`src/shared/sholdc_pkg.sv`:
```
// How it works
// - align enable bit 26, per-output exclusion bits
// - sync pin output source, bits 19:18
// - align qualify by clock output, bit 17
// - sync pin input polarity, reset active low
// - output register writes start alignment only when automatic
// - crystal oscillator enable bit 5, reset off
// - lock pin source bits 31:27, reset 3
// - hold alignment until loop 2 locks
// - hold alignment until loop 1 locks
// - holdover tracking enable bit 8, reset on
// - holdover mode bits 7:6, code 2 automatic
// - holdover pin type and source fields
// - status pin sources, reset constant low
// - status pin 0 type, reset pull-down input
// - optionally ignore loop 1 unlock edge
// - reference select mode bits 11:9, reset 3
// - invert status pins used as selects
// - reference usable flags bits 7:5
// - loss of signal timeout, code 0 1200 ns
// - loss of signal detect enable bit 28
// constants and carrier types of the configuration bank.
// assumes a 50 MHz core clock and a 32-bit serial word, address in bits 4:0.
package sholdc_pkg;
   localparam int          CLK_PERIOD_NS    = 20;
   localparam logic [4:0]  ADDR_SYNC        = 5'h0b;
   localparam logic [4:0]  ADDR_LOCK        = 5'h0c;
   localparam logic [4:0]  ADDR_HOLD        = 5'h0d;
   localparam logic [4:0]  ADDR_LOS         = 5'h0e;
   localparam logic [4:0]  ADDR_LAST_OUTPUT = 5'h05;
   localparam logic [31:0] RST_SYNC         = 32'h0581_100b;
   localparam logic [31:0] RST_LOCK         = 32'h1b00_018c;
   localparam logic [31:0] RST_HOLD         = 32'h3b02_06ed;
   localparam logic [31:0] RST_LOS          = 32'h1200_000e;
   localparam int ALIGN_EN_BIT   = 26;
   localparam int EXCL_LSB       = 20;
   localparam int SYNC_SRC_LSB   = 18;
   localparam int QUAL_BIT       = 17;
   localparam int POL_BIT        = 16;
   localparam int AUTO_BIT       = 15;
   localparam int SYNC_TYPE_LSB  = 12;
   localparam int XTAL_BIT       = 5;
   localparam int LOCK_SRC_LSB   = 27;
   localparam int LOCK_TYPE_LSB  = 24;
   localparam int HOLD2_BIT      = 23;
   localparam int HOLD1_BIT      = 22;
   localparam int TRACK_BIT      = 8;
   localparam int HMODE_LSB      = 6;
   localparam int HPIN_SRC_LSB   = 27;
   localparam int HPIN_TYPE_LSB  = 24;
   localparam int ST1_SRC_LSB    = 20;
   localparam int ST0_TYPE_LSB   = 16;
   localparam int IGNORE_BIT     = 15;
   localparam int ST0_SRC_LSB    = 12;
   localparam int REFSEL_LSB     = 9;
   localparam int SELINV_BIT     = 8;
   localparam int USABLE_LSB     = 5;
   localparam int LOS_TO_LSB     = 30;
   localparam int LOS_EN_BIT     = 28;
   localparam int ST1_TYPE_LSB   = 24;
   localparam logic [1:0] HMODE_AUTO   = 2'h2;
   localparam logic [2:0] PIN_TYPE_OUT = 3'h3;
   localparam int LOS_TO0_NS = 1200;
   localparam int LOS_TO1_NS = 2400;
   localparam int LOS_TO2_NS = 4800;
   localparam int LOS_TO3_NS = 9600;
   localparam int LOS_CNT_W  = 12;
   localparam logic [LOS_CNT_W-1:0] LOS_CNT0 = LOS_CNT_W'((LOS_TO0_NS + CLK_PERIOD_NS - 1) / CLK_PERIOD_NS);
   localparam logic [LOS_CNT_W-1:0] LOS_CNT1 = LOS_CNT_W'((LOS_TO1_NS + CLK_PERIOD_NS - 1) / CLK_PERIOD_NS);
   localparam logic [LOS_CNT_W-1:0] LOS_CNT2 = LOS_CNT_W'((LOS_TO2_NS + CLK_PERIOD_NS - 1) / CLK_PERIOD_NS);
   localparam logic [LOS_CNT_W-1:0] LOS_CNT3 = LOS_CNT_W'((LOS_TO3_NS + CLK_PERIOD_NS - 1) / CLK_PERIOD_NS);

   typedef struct packed {
      logic       crystal_osc_enable;
      logic       align_qualify;
      logic [5:0] exclude_from_align;
      logic       holdover_track_enable;
      logic [1:0] holdover_mode;
      logic [2:0] reference_select_mode;
      logic [2:0] ref_input_usable;
   } sholdc_cfg_t;
endpackage

```
`src/verilog/sholdc_config_bank.sv`:
```
// configuration bank for alignment, lock/holdover pins and reference inputs.
// assumes lock flags come from logic on the core clock; all pins are asynchronous.
`timescale 1ns/1ns
module sholdc_config_bank (
   input  wire logic                    core_clk_i,
   input  wire logic                    sys_rst_i,
   input  wire logic                    ser_clk_i,
   input  wire logic                    ser_data_i,
   input  wire logic                    ser_latch_i,
   input  wire logic [2:0]              ref_clk_i,
   input  wire logic                    loop1_lock_i,
   input  wire logic                    loop2_lock_i,
   input  wire logic                    sync_pin_i,
   input  wire logic                    status_pin0_i,
   input  wire logic                    status_pin1_i,
   output sholdc_pkg::sholdc_cfg_t      cfg_o,
   output logic                         align_enable_o,
   output logic                         align_hold_o,
   output logic                         align_start_o,
   output logic                         holdover_active_o,
   output logic [2:0]                   signal_loss_o,
   output logic [1:0]                   ref_select_o,
   output logic                         sync_pin_o,
   output logic                         sync_pin_oe_n_o,
   output logic                         lock_pin_o,
   output logic                         lock_pin_oe_n_o,
   output logic                         holdover_pin_o,
   output logic                         holdover_pin_oe_n_o,
   output logic                         status_pin0_o,
   output logic                         status_pin0_oe_n_o,
   output logic                         status_pin1_o,
   output logic                         status_pin1_oe_n_o
);
   logic        wr_valid;
   logic [31:0] wr_word;
   logic [4:0]  wr_addr;
   logic        rd_bit;
   logic [31:0] rd_word;
   logic [4:0]  rd_addr_q;
   logic [31:0] sync_cfg_q;
   logic [31:0] lock_cfg_q;
   logic [31:0] hold_cfg_q;
   logic [31:0] los_cfg_q;
   logic [2:0]  pin_s1_q;
   logic [2:0]  pin_s2_q;
   logic        sync_in_q;
   logic        loop1_lock_q;
   logic        holdover_q;
   logic        align_start_q;
   logic        sync_req;
   logic        loop1_fall;
   logic [2:0]  los_en;

   assign wr_addr = wr_word[4:0];

   sholdc_serial_rx u_rx (
      .core_clk_i  (core_clk_i),
      .sys_rst_i   (sys_rst_i),
      .ser_clk_i   (ser_clk_i),
      .ser_data_i  (ser_data_i),
      .ser_latch_i (ser_latch_i),
      .rd_word_i   (rd_word),
      .wr_valid_o  (wr_valid),
      .wr_word_o   (wr_word),
      .rd_bit_o    (rd_bit)
   );

   assign los_en = {3{los_cfg_q[sholdc_pkg::LOS_EN_BIT]}}
                 & hold_cfg_q[sholdc_pkg::USABLE_LSB +: 3];

   sholdc_los_detect u_los (
      .core_clk_i    (core_clk_i),
      .sys_rst_i     (sys_rst_i),
      .ref_clk_i     (ref_clk_i),
      .enable_i      (los_en),
      .timeout_sel_i (los_cfg_q[sholdc_pkg::LOS_TO_LSB +: 2]),
      .los_o         (signal_loss_o)
   );

   // ---- register bank; writes elsewhere in the map are not stored here

   // alignment word with its reset pattern
   always_ff @(posedge core_clk_i)
   begin
      if (sys_rst_i)
         sync_cfg_q <= sholdc_pkg::RST_SYNC;
      else if (wr_valid && wr_addr == sholdc_pkg::ADDR_SYNC)
         sync_cfg_q <= wr_word;
   end

   always_ff @(posedge core_clk_i)
   begin
      if (sys_rst_i)
         lock_cfg_q <= sholdc_pkg::RST_LOCK;
      else if (wr_valid && wr_addr == sholdc_pkg::ADDR_LOCK)
         lock_cfg_q <= wr_word;
   end

   // holdover pin and input select word
   always_ff @(posedge core_clk_i)
   begin
      if (sys_rst_i)
         hold_cfg_q <= sholdc_pkg::RST_HOLD;
      else if (wr_valid && wr_addr == sholdc_pkg::ADDR_HOLD)
         hold_cfg_q <= wr_word;
   end

   // loss detect word, detection on at reset
   always_ff @(posedge core_clk_i)
   begin
      if (sys_rst_i)
         los_cfg_q <= sholdc_pkg::RST_LOS;
      else if (wr_valid && wr_addr == sholdc_pkg::ADDR_LOS)
         los_cfg_q <= wr_word;
   end

   // readback follows the last address written
   always_ff @(posedge core_clk_i)
   begin
      if (sys_rst_i)
         rd_addr_q <= sholdc_pkg::ADDR_SYNC;
      else if (wr_valid)
         rd_addr_q <= wr_addr;
   end

   always_comb
   begin
      unique case (rd_addr_q)
         sholdc_pkg::ADDR_SYNC: rd_word = sync_cfg_q;
         sholdc_pkg::ADDR_LOCK: rd_word = lock_cfg_q;
         sholdc_pkg::ADDR_HOLD: rd_word = hold_cfg_q;
         sholdc_pkg::ADDR_LOS:  rd_word = los_cfg_q;
         default:               rd_word = 32'h0000_0000;
      endcase
   end

   // ---- configuration fields to the rest of the device

   assign cfg_o.exclude_from_align    = sync_cfg_q[sholdc_pkg::EXCL_LSB +: 6];
   assign cfg_o.align_qualify         = sync_cfg_q[sholdc_pkg::QUAL_BIT];
   assign cfg_o.crystal_osc_enable    = sync_cfg_q[sholdc_pkg::XTAL_BIT];
   assign cfg_o.holdover_track_enable = lock_cfg_q[sholdc_pkg::TRACK_BIT];
   assign cfg_o.holdover_mode         = lock_cfg_q[sholdc_pkg::HMODE_LSB +: 2];
   assign cfg_o.reference_select_mode = hold_cfg_q[sholdc_pkg::REFSEL_LSB +: 3];
   assign cfg_o.ref_input_usable      = hold_cfg_q[sholdc_pkg::USABLE_LSB +: 3];

   assign align_enable_o = sync_cfg_q[sholdc_pkg::ALIGN_EN_BIT];

   // ---- pin input synchronisers: sync, status 0, status 1
   always_ff @(posedge core_clk_i)
   begin
      if (sys_rst_i)
      begin
         pin_s1_q  <= 3'h0;
         pin_s2_q  <= 3'h0;
         // counts as already seen, so the idle pin gives no start after reset
         sync_in_q <= 1'b1;
      end
      else
      begin
         pin_s1_q  <= {status_pin1_i, status_pin0_i, sync_pin_i};
         pin_s2_q  <= pin_s1_q;
         sync_in_q <= sync_req;
      end
   end

   // polarity bit set means active low
   assign sync_req = sync_cfg_q[sholdc_pkg::POL_BIT] ? ~pin_s2_q[0] : pin_s2_q[0];

   always_ff @(posedge core_clk_i)
   begin
      if (sys_rst_i)
         ref_select_o <= 2'h0;
      else
         ref_select_o <= pin_s2_q[2:1] ^ {2{hold_cfg_q[sholdc_pkg::SELINV_BIT]}};
   end

   // ---- alignment control

   // hold outputs until loop 2 lock
   // hold outputs until loop 1 lock
   assign align_hold_o = align_enable_o
                       & ((lock_cfg_q[sholdc_pkg::HOLD2_BIT] & ~loop2_lock_i)
                        | (lock_cfg_q[sholdc_pkg::HOLD1_BIT] & ~loop1_lock_i));

   // output-register writes start alignment only in automatic mode
   always_ff @(posedge core_clk_i)
   begin
      if (sys_rst_i)
         align_start_q <= 1'b0;
      else
         align_start_q <= align_enable_o
                        & ((wr_valid & (wr_addr <= sholdc_pkg::ADDR_LAST_OUTPUT)
                            & sync_cfg_q[sholdc_pkg::AUTO_BIT])
                         | (sync_pin_oe_n_o & sync_req & ~sync_in_q));
   end

   assign align_start_o = align_start_q;

   // ---- holdover entry
   always_ff @(posedge core_clk_i)
   begin
      if (sys_rst_i)
         loop1_lock_q <= 1'b0;
      else
         loop1_lock_q <= loop1_lock_i;
   end

   assign loop1_fall = loop1_lock_q & ~loop1_lock_i & ~hold_cfg_q[sholdc_pkg::IGNORE_BIT];

   // entry wins over exit in the same cycle
   always_ff @(posedge core_clk_i)
   begin
      if (sys_rst_i)
         holdover_q <= 1'b0;
      // automatic entry only in mode 2
      else if (loop1_fall && cfg_o.holdover_mode == sholdc_pkg::HMODE_AUTO)
         holdover_q <= 1'b1;
      else if (loop1_lock_i || cfg_o.holdover_mode != sholdc_pkg::HMODE_AUTO)
         holdover_q <= 1'b0;
   end

   assign holdover_active_o = holdover_q;

   // ---- status pin multiplexers
   // shared source table; codes above 7 read as low
   function automatic logic pick_source(input logic [4:0] code);
      logic v;
      v = 1'b0;
      unique case (code)
         5'h01:   v = loop1_lock_i;
         5'h02:   v = loop2_lock_i;
         5'h03:   v = loop1_lock_i & loop2_lock_i;
         5'h04:   v = holdover_q;
         5'h05:   v = |signal_loss_o;
         5'h06:   v = align_hold_o;
         5'h07:   v = rd_bit;
         default: v = 1'b0;
      endcase
      return v;
   endfunction

   // oe low drives the pin; only the output type drives
   function automatic logic pin_oe_n(input logic [2:0] pin_type);
      return pin_type != sholdc_pkg::PIN_TYPE_OUT;
   endfunction

   always_ff @(posedge core_clk_i)
   begin
      if (sys_rst_i)
      begin
         lock_pin_o     <= 1'b0;
         holdover_pin_o <= 1'b0;
         status_pin0_o  <= 1'b0;
         status_pin1_o  <= 1'b0;
         sync_pin_o     <= 1'b0;
      end
      else
      begin
         lock_pin_o     <= pick_source(lock_cfg_q[sholdc_pkg::LOCK_SRC_LSB +: 5]);
         holdover_pin_o <= pick_source(hold_cfg_q[sholdc_pkg::HPIN_SRC_LSB +: 5]);
         status_pin0_o  <= pick_source({2'h0, hold_cfg_q[sholdc_pkg::ST0_SRC_LSB +: 3]});
         status_pin1_o  <= pick_source({2'h0, hold_cfg_q[sholdc_pkg::ST1_SRC_LSB +: 3]});
         sync_pin_o     <= pick_source({3'h0, sync_cfg_q[sholdc_pkg::SYNC_SRC_LSB +: 2]});
      end
   end

   assign holdover_pin_oe_n_o = pin_oe_n(hold_cfg_q[sholdc_pkg::HPIN_TYPE_LSB +: 3]);
   assign status_pin0_oe_n_o  = pin_oe_n(hold_cfg_q[sholdc_pkg::ST0_TYPE_LSB +: 3]);
   assign status_pin1_oe_n_o  = pin_oe_n(los_cfg_q[sholdc_pkg::ST1_TYPE_LSB +: 3]);
   assign lock_pin_oe_n_o     = pin_oe_n(lock_cfg_q[sholdc_pkg::LOCK_TYPE_LSB +: 3]);
   assign sync_pin_oe_n_o     = pin_oe_n(sync_cfg_q[sholdc_pkg::SYNC_TYPE_LSB +: 3]);
endmodule // sholdc_config_bank

```
`src/verilog/sholdc_serial_rx.sv`:
```
// serial programming port receiver with readback shifter.
// assumes serial clock, data and latch are asynchronous pins, much slower than the core clock.
`timescale 1ns/1ns
module sholdc_serial_rx (
   input  wire logic        core_clk_i,
   input  wire logic        sys_rst_i,
   input  wire logic        ser_clk_i,
   input  wire logic        ser_data_i,
   input  wire logic        ser_latch_i,
   input  wire logic [31:0] rd_word_i,
   output logic             wr_valid_o,
   output logic [31:0]      wr_word_o,
   output logic             rd_bit_o
);
   logic [2:0]  clk_s_q;
   logic [1:0]  data_s_q;
   logic [2:0]  le_s_q;
   logic [31:0] shift_q;
   logic [31:0] rd_shift_q;
   logic        load_q;
   logic        ser_rise;
   logic        latch_rise;

   assign ser_rise   = clk_s_q[1] & ~clk_s_q[2];
   assign latch_rise = le_s_q[1] & ~le_s_q[2];
   assign rd_bit_o   = rd_shift_q[31];

   always_ff @(posedge core_clk_i)
   begin
      if (sys_rst_i)
      begin
         clk_s_q  <= 3'h0;
         data_s_q <= 2'h0;
         le_s_q   <= 3'h0;
      end
      else
      begin
         clk_s_q  <= {clk_s_q[1:0], ser_clk_i};
         data_s_q <= {data_s_q[0], ser_data_i};
         le_s_q   <= {le_s_q[1:0], ser_latch_i};
      end
   end

   // msb first; the last 32 bits before latch form the word
   always_ff @(posedge core_clk_i)
   begin
      if (sys_rst_i)
         shift_q <= 32'h0000_0000;
      else if (ser_rise)
         shift_q <= {shift_q[30:0], data_s_q[1]};
   end

   always_ff @(posedge core_clk_i)
   begin
      if (sys_rst_i)
      begin
         wr_valid_o <= 1'b0;
         wr_word_o  <= 32'h0000_0000;
      end
      else
      begin
         wr_valid_o <= latch_rise;
         if (latch_rise)
            wr_word_o <= shift_q;
      end
   end

   // reload two cycles after latch so the bank already holds the new value
   always_ff @(posedge core_clk_i)
   begin
      if (sys_rst_i)
      begin
         load_q     <= 1'b0;
         rd_shift_q <= 32'h0000_0000;
      end
      else
      begin
         load_q <= wr_valid_o;
         if (load_q)
            rd_shift_q <= rd_word_i;
         else if (ser_rise)
            rd_shift_q <= {rd_shift_q[30:0], 1'b0};
      end
   end
endmodule // sholdc_serial_rx

```
`src/verilog/sholdc_los_detect.sv`:
```
// loss of signal detection for the three reference inputs.
// assumes reference clocks are pins far slower than the core clock, so every toggle is seen.
`timescale 1ns/1ns
module sholdc_los_detect (
   input  wire logic       core_clk_i,
   input  wire logic       sys_rst_i,
   input  wire logic [2:0] ref_clk_i,
   input  wire logic [2:0] enable_i,
   input  wire logic [1:0] timeout_sel_i,
   output logic      [2:0] los_o
);
   logic [sholdc_pkg::LOS_CNT_W-1:0] limit;

   always_comb
   begin
      unique case (timeout_sel_i)
         2'h0: limit = sholdc_pkg::LOS_CNT0;
         2'h1: limit = sholdc_pkg::LOS_CNT1;
         2'h2: limit = sholdc_pkg::LOS_CNT2;
         2'h3: limit = sholdc_pkg::LOS_CNT3;
      endcase
   end

   for (genvar g = 0; g < 3; g++)
   begin : g_ref
      logic [2:0]                       s_q;
      logic [sholdc_pkg::LOS_CNT_W-1:0] cnt_q;
      always_ff @(posedge core_clk_i)
      begin
         if (sys_rst_i)
         begin
            s_q      <= 3'h0;
            cnt_q    <= '0;
            los_o[g] <= 1'b0;
         end
         else
         begin
            s_q <= {s_q[1:0], ref_clk_i[g]};
            if (!enable_i[g] || (s_q[1] != s_q[2]))
            begin
               cnt_q    <= '0;
               los_o[g] <= 1'b0;
            end
            else if (cnt_q >= limit - 1'b1)
               los_o[g] <= 1'b1;
            else
               cnt_q <= cnt_q + 1'b1;
         end
      end
   end
endmodule // sholdc_los_detect

```
`config.mk`:
```
export PLATFORM = sky130hd
export DESIGN_NAME = sholdc_config_bank
export DESIGN_NICKNAME = d
export VERILOG_FILES = /design/src/shared/sholdc_pkg.sv /design/src/verilog/sholdc_config_bank.sv /design/src/verilog/sholdc_serial_rx.sv /design/src/verilog/sholdc_los_detect.sv
export SDC_FILE = /design/constraint.sdc
export NUM_CORES = 1
export LEC_CHECK = 0
export ABC_AREA = 0
export BUFFER_PORTS_ARGS = -buffer_cell sky130_fd_sc_hd__buf_2
export CAP_MARGIN = 5
export CORE_MARGIN = 8
export CORE_UTILIZATION = 60
export CTS_CLUSTER_SIZE = 28
export DETAILED_ROUTE_END_ITERATION = 10
export GPL_TIMING_DRIVEN = 1
export MAX_ROUTING_LAYER = met4
export PLACE_DENSITY = 0.78
export SLEW_MARGIN = 30
export SYNTH_ARGS = -nofsm -noshare
export SYNTH_HDL_FRONTEND = slang
export SYNTH_SLANG_ARGS = --single-unit
```
`constraint.sdc`:
```
create_clock -name core_clk_i -period 3.4 [get_ports core_clk_i]
set_clock_uncertainty 0.1 [all_clocks]
set_input_delay 0.51 -clock core_clk_i [delete_from_list [all_inputs] [get_ports core_clk_i]]
set_output_delay 0.51 -clock core_clk_i [all_outputs]
set_load 0.02 [all_outputs]
```
==> metrics.cfg, run 1 <==
[timing]
setup_tns_ns=0
setup_viol_count_final=0
drv_slew=0
relSlewSlack_pct=39.1
clock.fmax_mhz=352
final_critical_delay_including_setup_and_external_delays_ns=2.84
rsz_0062_raised_after_global_routing=no
holdWs_ns=0.0595
finalHoldViolations=0
min_period_over_period_pct=83.6
worst-slew-pin-transition_ns=0.914

[setup_path]
timing.critical_path.fanout_max=18
crit_path_start_kind=flop
worstSetupEndpointType=flop
cell_breakdown_of_the_critical_path=nand2_1 > ha_1 > and2_1 > a32oi_1 > nand2_1 > or4_1 > a21oi_1
cp_data_arrival_time_ns=3.23
timing_worst_setup_path_type=flop to flop
critPathBufInv=0
cpPeakStageDelay_ns=0.59
slowest_cell_on_the_critical_path=or4_1
crit_path_frequent_cell=nand2_1
cp_top_delay_family=simple AND/OR/NAND/NOR gates
critPathRequiredTime_ns=3.78

[placement]
port_buffers=48
detailedPlacementHpwl_um=20400
placedInstanceArea_um2=13100
gp_congestion=0.899
dp.cells=1842

[routing]
vias=11500
firstDrtPassIters=8
remaining_drc_errors=0
ant_nets=0
dr.first_iter.drc_count=1234
vias_per_cell=6.08
finalWirelength_um=34500
routedWlPerCell_um=18.2

[power]
power.sequential.fraction_pct=49.5
power.density_cell_area_nw_per_um2=520
ir_drop_v=0.000380
switching_share_pct=21.7
p_leak_uw=0.00519
share_clk_of_total_power_pct=46.6
cell_internal_pwr_uw=5760
switchingPower_uw=1600
comb_power_share_pct=3.9

[clock_network]
ctsHtreeMaxLevel=1
cts.sinks=304
cts.repair.resized=0
clkLatencyLatePin_ns=0.56
cts-buffers-inserted=31
ctsRootBufferMaster=clkbuf_16
cts_setup_buffers=0
tritoncts=built
cts.reportedPaths.clkPinSlew_ns=0.06
hold_buffers=0
cts.path.max_buffers=3

[layout]
final_nets=1631
instances_no_fill=1894
insertedDiodeCount=0
layout-drive-gt1-share_pct=8.40
area_growth_syn_to_layout_pct=10.5
final_cell_area_um2=14100

[floorplan]
die_h_um=162
fp.coreArea_um2=21000
floorplan.rows=53
die-area_um2=26300
num_io_pins=49
die_width_um=162
initial_core_util_pct=61.1

[global_routing]
global_route_total_usage_across_every_layer_pct=26.0
first_global_vias=10600
grt.overflow.total=0
maximum_number_of_pins_on_one_net_before_global_route_repair=92
global_route_wire_length_before_repair_um=55200
antenna_found_initial=0

[job]
drv_cap=0

[logic_synthesis]
syn_area_um2=12800
ys_seq_elements=304
syn_area_per_cell_um2=7.87
synth.yosys.warnings=0
synthesis.instances=1628
mapped_nets=1659
synth_async_sr_flop_share_pct=0
synth-edff-count=0
synth.lib_cells_used.distinct=57
yosysSeqAreaShare_pct=47.5
synth_ff_type=dfxtp_1

[hold_path]
min_path_type=input pin to flop

[outcome]
run_status=finished, final reports clean

==> Yosys cell counts, types with 2 or more instances <==
cell       number  area (um^2)
nor4b_1         3         26.3
nand4_1         4         25.0
a211oi_1        5         37.5
ha_1           18          225
or3_1          15         93.8
o41ai_1         2         17.5
or4b_1          2         20.0
nand2_1       368         1380
nor4_1          6         37.5
a221oi_1        2         17.5
xnor2_1         7         61.3
nand3_1       112          561
or4_1          19          143
nor3b_1         8         60.1
a211o_1         3         26.3
o2111ai_1      34          298
a21oi_2         2         17.5
nor2_1        114          428
nand2b_1        6         37.5
nor3_1         43          215
dfxtp_1       304         6090
inv_1          41          154
o21ai_1         4         20.0
a21o_1          3         22.5
nor2b_1        35          219
clkbuf_1      108          405
and3_1          9         56.3
a31oi_1         2         12.5
and2_1          9         56.3
o31ai_1        17          128
nor4bb_1        2         20.0
o21a_1          6         45.0
buf_1           6         22.5
o31a_1          3         26.3
nand3b_1       30          225
o211ai_1        7         52.6
mux2i_1         9         90.1
a21oi_1       209         1050
buf_4          18          135
o2111a_1        2         22.5
o21ai_0         7         35.0
and3b_1         3         26.3
buf_2           6         30.0
nand4b_1        2         17.5
==> flip-flops by register name, indices dropped and copies added, names as in the netlist, 3 cells and up <==
| signal | flops |
|---|---|
| u_rx.clk_s_q | 3 |
| u_los.g_ref.s_q | 9 |
| u_los.los_o | 3 |
| hold_cfg_q | 32 |
| u_rx.wr_word_o | 32 |
| u_los.g_ref.cnt_q | 36 |
| u_rx.rd_shift_q | 32 |
| lock_cfg_q | 32 |
| pin_s2_q | 3 |
| sync_cfg_q | 32 |
| los_cfg_q | 32 |
| pin_s1_q | 3 |
| rd_addr_q | 5 |
| u_rx.shift_q | 32 |
| u_rx.le_s_q | 3 |
==> per-layer routing <==
metal	GRT usage [%]	routed length (um)	up-vias
met3	4.00	3180	74
met4	8.04	775	0
met2	41.3	16000	554
li1	-	-	5503
met5	-	0	-
met1	33.8	14500	5387
==> path summary, 6_finish.rpt <==
| kind | depth (start not counted) | to | start | slack [ns] |
|---|---|---|---|---|
| max | 7 | u_los.g_ref[1].cnt_q[3]$_SDFFE_PP0N_ | los_cfg_q[30]$_SDFFE_PP0P_ | 0.56 |
| min | 2 | pin_s1_q[1]$_SDFF_PP0_ | status_pin0_i | 0.06 |
| max reg2reg | 7 | u_los.g_ref[1].cnt_q[3]$_SDFFE_PP0N_ | los_cfg_q[30]$_SDFFE_PP0P_ | 0.56 |
| min reg2reg | 2 | lock_cfg_q[2]$_SDFFE_PP1P_ | lock_cfg_q[2]$_SDFFE_PP1P_ | 0.33 |
==> cell type report <==
type,instances,area [um^2]
Inverter,41,154
Fill cell,1781,6810
Clock buffer,41,853
Tap cell,275,344
Multi-Input combinational cell,1144,6020
Sequential cell,304,6090
Timing Repair Buffer,78,524
Clock inverter,11,171
==> placed cells by master, fill, tap and decap left out, drive strengths merged, types with 3 or more instances in the layout <==
cell type,n
a211o,3
a211oi,5
a21o,3
a21oi,211
and2,9
and3,9
and3b,3
buf,77
bufinv,4
clkbuf,42
clkinv,4
dfxtp,304
ha,18
inv,42
mux2i,9
nand2,368
nand2b,6
nand3,112
nand3b,30
nand4,4
nor2,115
nor2b,35
nor3,43
nor3b,8
nor4,6
nor4b,3
o2111ai,34
o211ai,7
o21a,6
o21ai,11
o31a,3
o31ai,17
or3,15
or4,19
xnor2,7
==> per-stage QoR <==
stage | power, uW | utilization [%] | setup slack, ns
after floorplan | 3910 | - | 0.946
after global placement | 4000 | 62.6 | 0.772
after detailed placement | 4000 | 62.6 | 0.607
after CTS | 7390 | 67.5 | 0.584
after global routing | 7580 | 67.5 | 0.340
final | 7350 | 67.5 | 0.556
==> power groups by stage <==
stage | sequential (uW) | clock (uW) | combinational [uW]
finish | 3640 | 3420 | 286
global route | 3650 | 3620 | 310
CTS | 3640 | 3460 | 282
detailed placement | 3720 | 0 | 280
global placement | 3720 | 0 | 277
floorplan | 3710 | 0 | 200
==> kinds of logic (layout without fill, tap and decap cells) <==
family / after synthesis / after routing / synth area share (%)
adder cells (fa/ha/maj): 18 / 18 / 1.76
buffers and inverters: 180 / 171 / 5.92
AND/OR/NAND/NOR: 794 / 794 / 28.8
AO/OA/AOI/OAI: 316 / 316 / 14.8
multiplexers: 9 / 9 / 0.703
flip-flops: 304 / 304 / 47.5
XOR/XNOR: 7 / 7 / 0.479
No activity file was read; power rests on OpenSTA's default activity.
==> inputs of run 2 (changes only) <==
==> constraint.sdc (replaced) <==
create_clock -name core_clk_i -period 2.9 [get_ports core_clk_i]
set_clock_uncertainty 0.1 [all_clocks]
set_input_delay 0.435 -clock core_clk_i [delete_from_list [all_inputs] [get_ports core_clk_i]]
set_output_delay 0.435 -clock core_clk_i [all_outputs]
set_load 0.02 [all_outputs]
==> metrics.cfg, run 2 (synthesis results as in run 1) <==
[clock_network]
cts_setup_buffers=0  ; unchanged
cts.repair.resized=0  ; unchanged
tritoncts=built  ; unchanged
cts.reportedPaths.clkPinSlew_ns=0.06  ; about the same
ctsRootBufferMaster=clkbuf_16  ; unchanged
cts.sinks=304  ; unchanged
cts-buffers-inserted=31  ; unchanged
ctsHtreeMaxLevel=1  ; unchanged
cts.path.max_buffers=3  ; unchanged
clkLatencyLatePin_ns=0.55  ; was 0.56 ns

[routing]
ant_nets=0  ; unchanged
remaining_drc_errors=0  ; unchanged
firstDrtPassIters=7  ; was 8
vias=11500  ; about the same
vias_per_cell=6.01  ; was 6.08
routedWlPerCell_um=18.0  ; was 18.2 um
dr.first_iter.drc_count=1237  ; was 1234
finalWirelength_um=34400  ; was 34500 um

[setup_path]
critPathBufInv=0  ; unchanged
slowest_cell_on_the_critical_path=or4_1  ; unchanged
crit_end=u_los.g_ref[1].cnt_q[8]$_SDFFE_PP0N_  ; was u_los.g_ref[1].cnt_q[3]$_SDFFE_PP0N_
reg2reg_slack_ns=0.24  ; was 0.56 ns
timing_worst_setup_path_type=flop to flop  ; unchanged
r2r_cells=7  ; unchanged
timing.rr.start=los_cfg_q[30]$_SDFFE_PP0P_  ; unchanged
reg_to_reg_end=u_los.g_ref[1].cnt_q[8]$_SDFFE_PP0N_  ; was u_los.g_ref[1].cnt_q[3]$_SDFFE_PP0N_
critical_path.startpoint=los_cfg_q[30]$_SDFFE_PP0P_  ; unchanged
worstSetupEndpointType=flop  ; unchanged
cp_data_arrival_time_ns=3.04  ; was 3.23 ns
cp.depth=7  ; unchanged
cp_top_delay_family=simple AND/OR/NAND/NOR gates  ; unchanged
crit_path_start_kind=flop  ; unchanged
timing.critical_path.fanout_max=18  ; unchanged
critPathRequiredTime_ns=3.28  ; was 3.78 ns
cell_breakdown_of_the_critical_path=nand2_1 > ha_1 > and2_1 > a32oi_1 > nand2_1 > or4_1 > a21oi_1  ; unchanged
crit_path_frequent_cell=nand2_1  ; unchanged
cpPeakStageDelay_ns=0.59  ; about the same

[global_routing]
global_route_wire_length_before_repair_um=55400  ; was 55200 um
antenna_found_initial=0  ; unchanged
global_route_total_usage_across_every_layer_pct=26.2  ; was 26.0%
first_global_vias=10700  ; was 10600
maximum_number_of_pins_on_one_net_before_global_route_repair=133  ; was 92
grt.overflow.total=0  ; unchanged

[layout]
final_nets=1646  ; was 1631
num-fill-cells=1817  ; was 1781
area_growth_syn_to_layout_pct=10.9  ; was 10.5%
insertedDiodeCount=0  ; unchanged
final_common_cell=nand2_1  ; unchanged
layout-drive-gt1-share_pct=8.56  ; was 8.40%
regMostFlops=u_los.g_ref.cnt_q  ; unchanged
layout_common_cells=368 x nand2_1, 304 x dfxtp_1, 209 x a21oi_1, 114 x nor2_1, 112 x nand3_1  ; unchanged
largest_reg_flops=36  ; unchanged

[timing]
clock.fmax_mhz=375  ; was 352 MHz
min_period_over_period_pct=91.8  ; was 83.6%
relSlewSlack_pct=45.7  ; was 39.1%
holdWs_ns=0.0146  ; was 0.0595 ns
rsz_0062_raised_after_global_routing=no  ; unchanged
setup_tns_ns=0  ; unchanged
drv_slew=0  ; unchanged
finalHoldViolations=0  ; unchanged
final_critical_delay_including_setup_and_external_delays_ns=2.66  ; was 2.84 ns
setup_viol_count_final=0  ; unchanged
worst-slew-pin-transition_ns=0.814  ; was 0.914 ns

[floorplan]
fp.coreArea_um2=21000  ; unchanged
die-area_um2=26300  ; unchanged
initial_core_util_pct=61.1  ; unchanged
floorplan.rows=53  ; unchanged
num_io_pins=49  ; unchanged
die_h_um=162  ; unchanged
die_width_um=162  ; unchanged

[placement]
detailedPlacementHpwl_um=20700  ; was 20400 um
port_buffers=48  ; unchanged
gp_congestion=0.902  ; was 0.899

[job]
drv_cap=0  ; unchanged

[power]
ir_drop_v=0.000500  ; was 0.000380 V
p_leak_uw=0.00522  ; was 0.00519 uW
power.density_cell_area_nw_per_um2=588  ; was 520 nW/um^2

[hold_path]
min_path_type=input pin to flop  ; unchanged

[outcome]
run_status=finished, final reports clean  ; unchanged

==> run 2: cell types whose count changed in the layout (fill, tap and decap cells not counted) <==
cell	previous run	this run
clkinv_4	2	0
bufinv_16	4	1
clkinvlp_4	2	1
clkinv_2	2	3
clkbuf_1	6	12
nor2b_2	2	3
buf_12	4	5
buf_4	26	34
nor2b_4	1	0
dlygate4sd3_1	0	6
==> run 2: power breakdown <==
group	switching (uW)	internal (uW)	leakage (uW)	total [uW]
Combinational	227	115	0.00230	342
Sequential	39.7	4230	0.00246	4270
Clock	1590	2150	0.000455	3740
Total	1850	6500	0.00522	8350
==> run 2: worst min path at each step <==
stage | cells after the start | from | slack [ns] | end
after floorplan | 2 | lock_cfg_q[2]$_SDFFE_PP1P_ | 0.29 | lock_cfg_q[2]$_SDFFE_PP1P_
after global placement | 2 | lock_cfg_q[3]$_SDFFE_PP1P_ | 0.30 | lock_cfg_q[3]$_SDFFE_PP1P_
after detailed placement | 2 | lock_cfg_q[2]$_SDFFE_PP1P_ | 0.31 | lock_cfg_q[2]$_SDFFE_PP1P_
after CTS | 2 | ref_clk_i[2] | 0.009 | u_los.g_ref[2].s_q[0]$_SDFF_PP0_
after global routing | 2 | status_pin1_i | 0.02 | pin_s1_q[2]$_SDFF_PP0_
final | 2 | status_pin1_i | 0.01 | pin_s1_q[2]$_SDFF_PP0_
==> run 2: timing repair <==
action                                  4_1_cts  5_1_grt
endpoints found under the setup margin        0        0
endpoints found under the hold margin         6        0
hold buffers                                  6        0
==> run 2: through the flow <==
step / worst slack, ns / instance area [um^2] / power, uW / utilization [%] / std cells
finish: 0.236 / 14200 / 8350 / 67.8 / 1910
global route: 0.0391 / 14200 / 8610 / 67.8 / 1910
floorplan: 0.446 / 12800 / 4590 / - / 1628
CTS: 0.238 / 14200 / 8380 / 67.8 / 1910
global placement: 0.338 / 13200 / 4690 / 63.0 / 1851
detailed placement: 0.291 / 13200 / 4690 / 63.0 / 1851
==> run 2: worst reg2reg max path, stage by stage, from the launching register on <==
cell	delay [ns]
dfxtp_1	0.45
nand2_1	0.18
ha_1	0.36
and2_1	0.17
a32oi_1	0.23
nand2_1	0.35
or4_1	0.60
a21oi_1	0.15
==> run 2: metal layers <==
metal,track usage (%),up-vias,part of all wire (%)
met3,4.66,50,9.8
li1,-,5530,-
met1,34.5,5362,43
met4,7.37,0,1.8
met2,40.9,536,46
met5,-,-,0
==> run 2: layout make-up <==
type | count | area (um^2) | share of cell area, %
Clock buffer | 47 | 876 | 6.17
Clock inverter | 6 | 61.3 | 0.432
Inverter | 41 | 154 | 1.08
Multi-Input combinational cell | 1144 | 6010 | 42.3
Sequential cell | 304 | 6090 | 42.9
Tap cell | 275 | 344 | 2.42
Timing Repair Buffer | 93 | 664 | 4.68
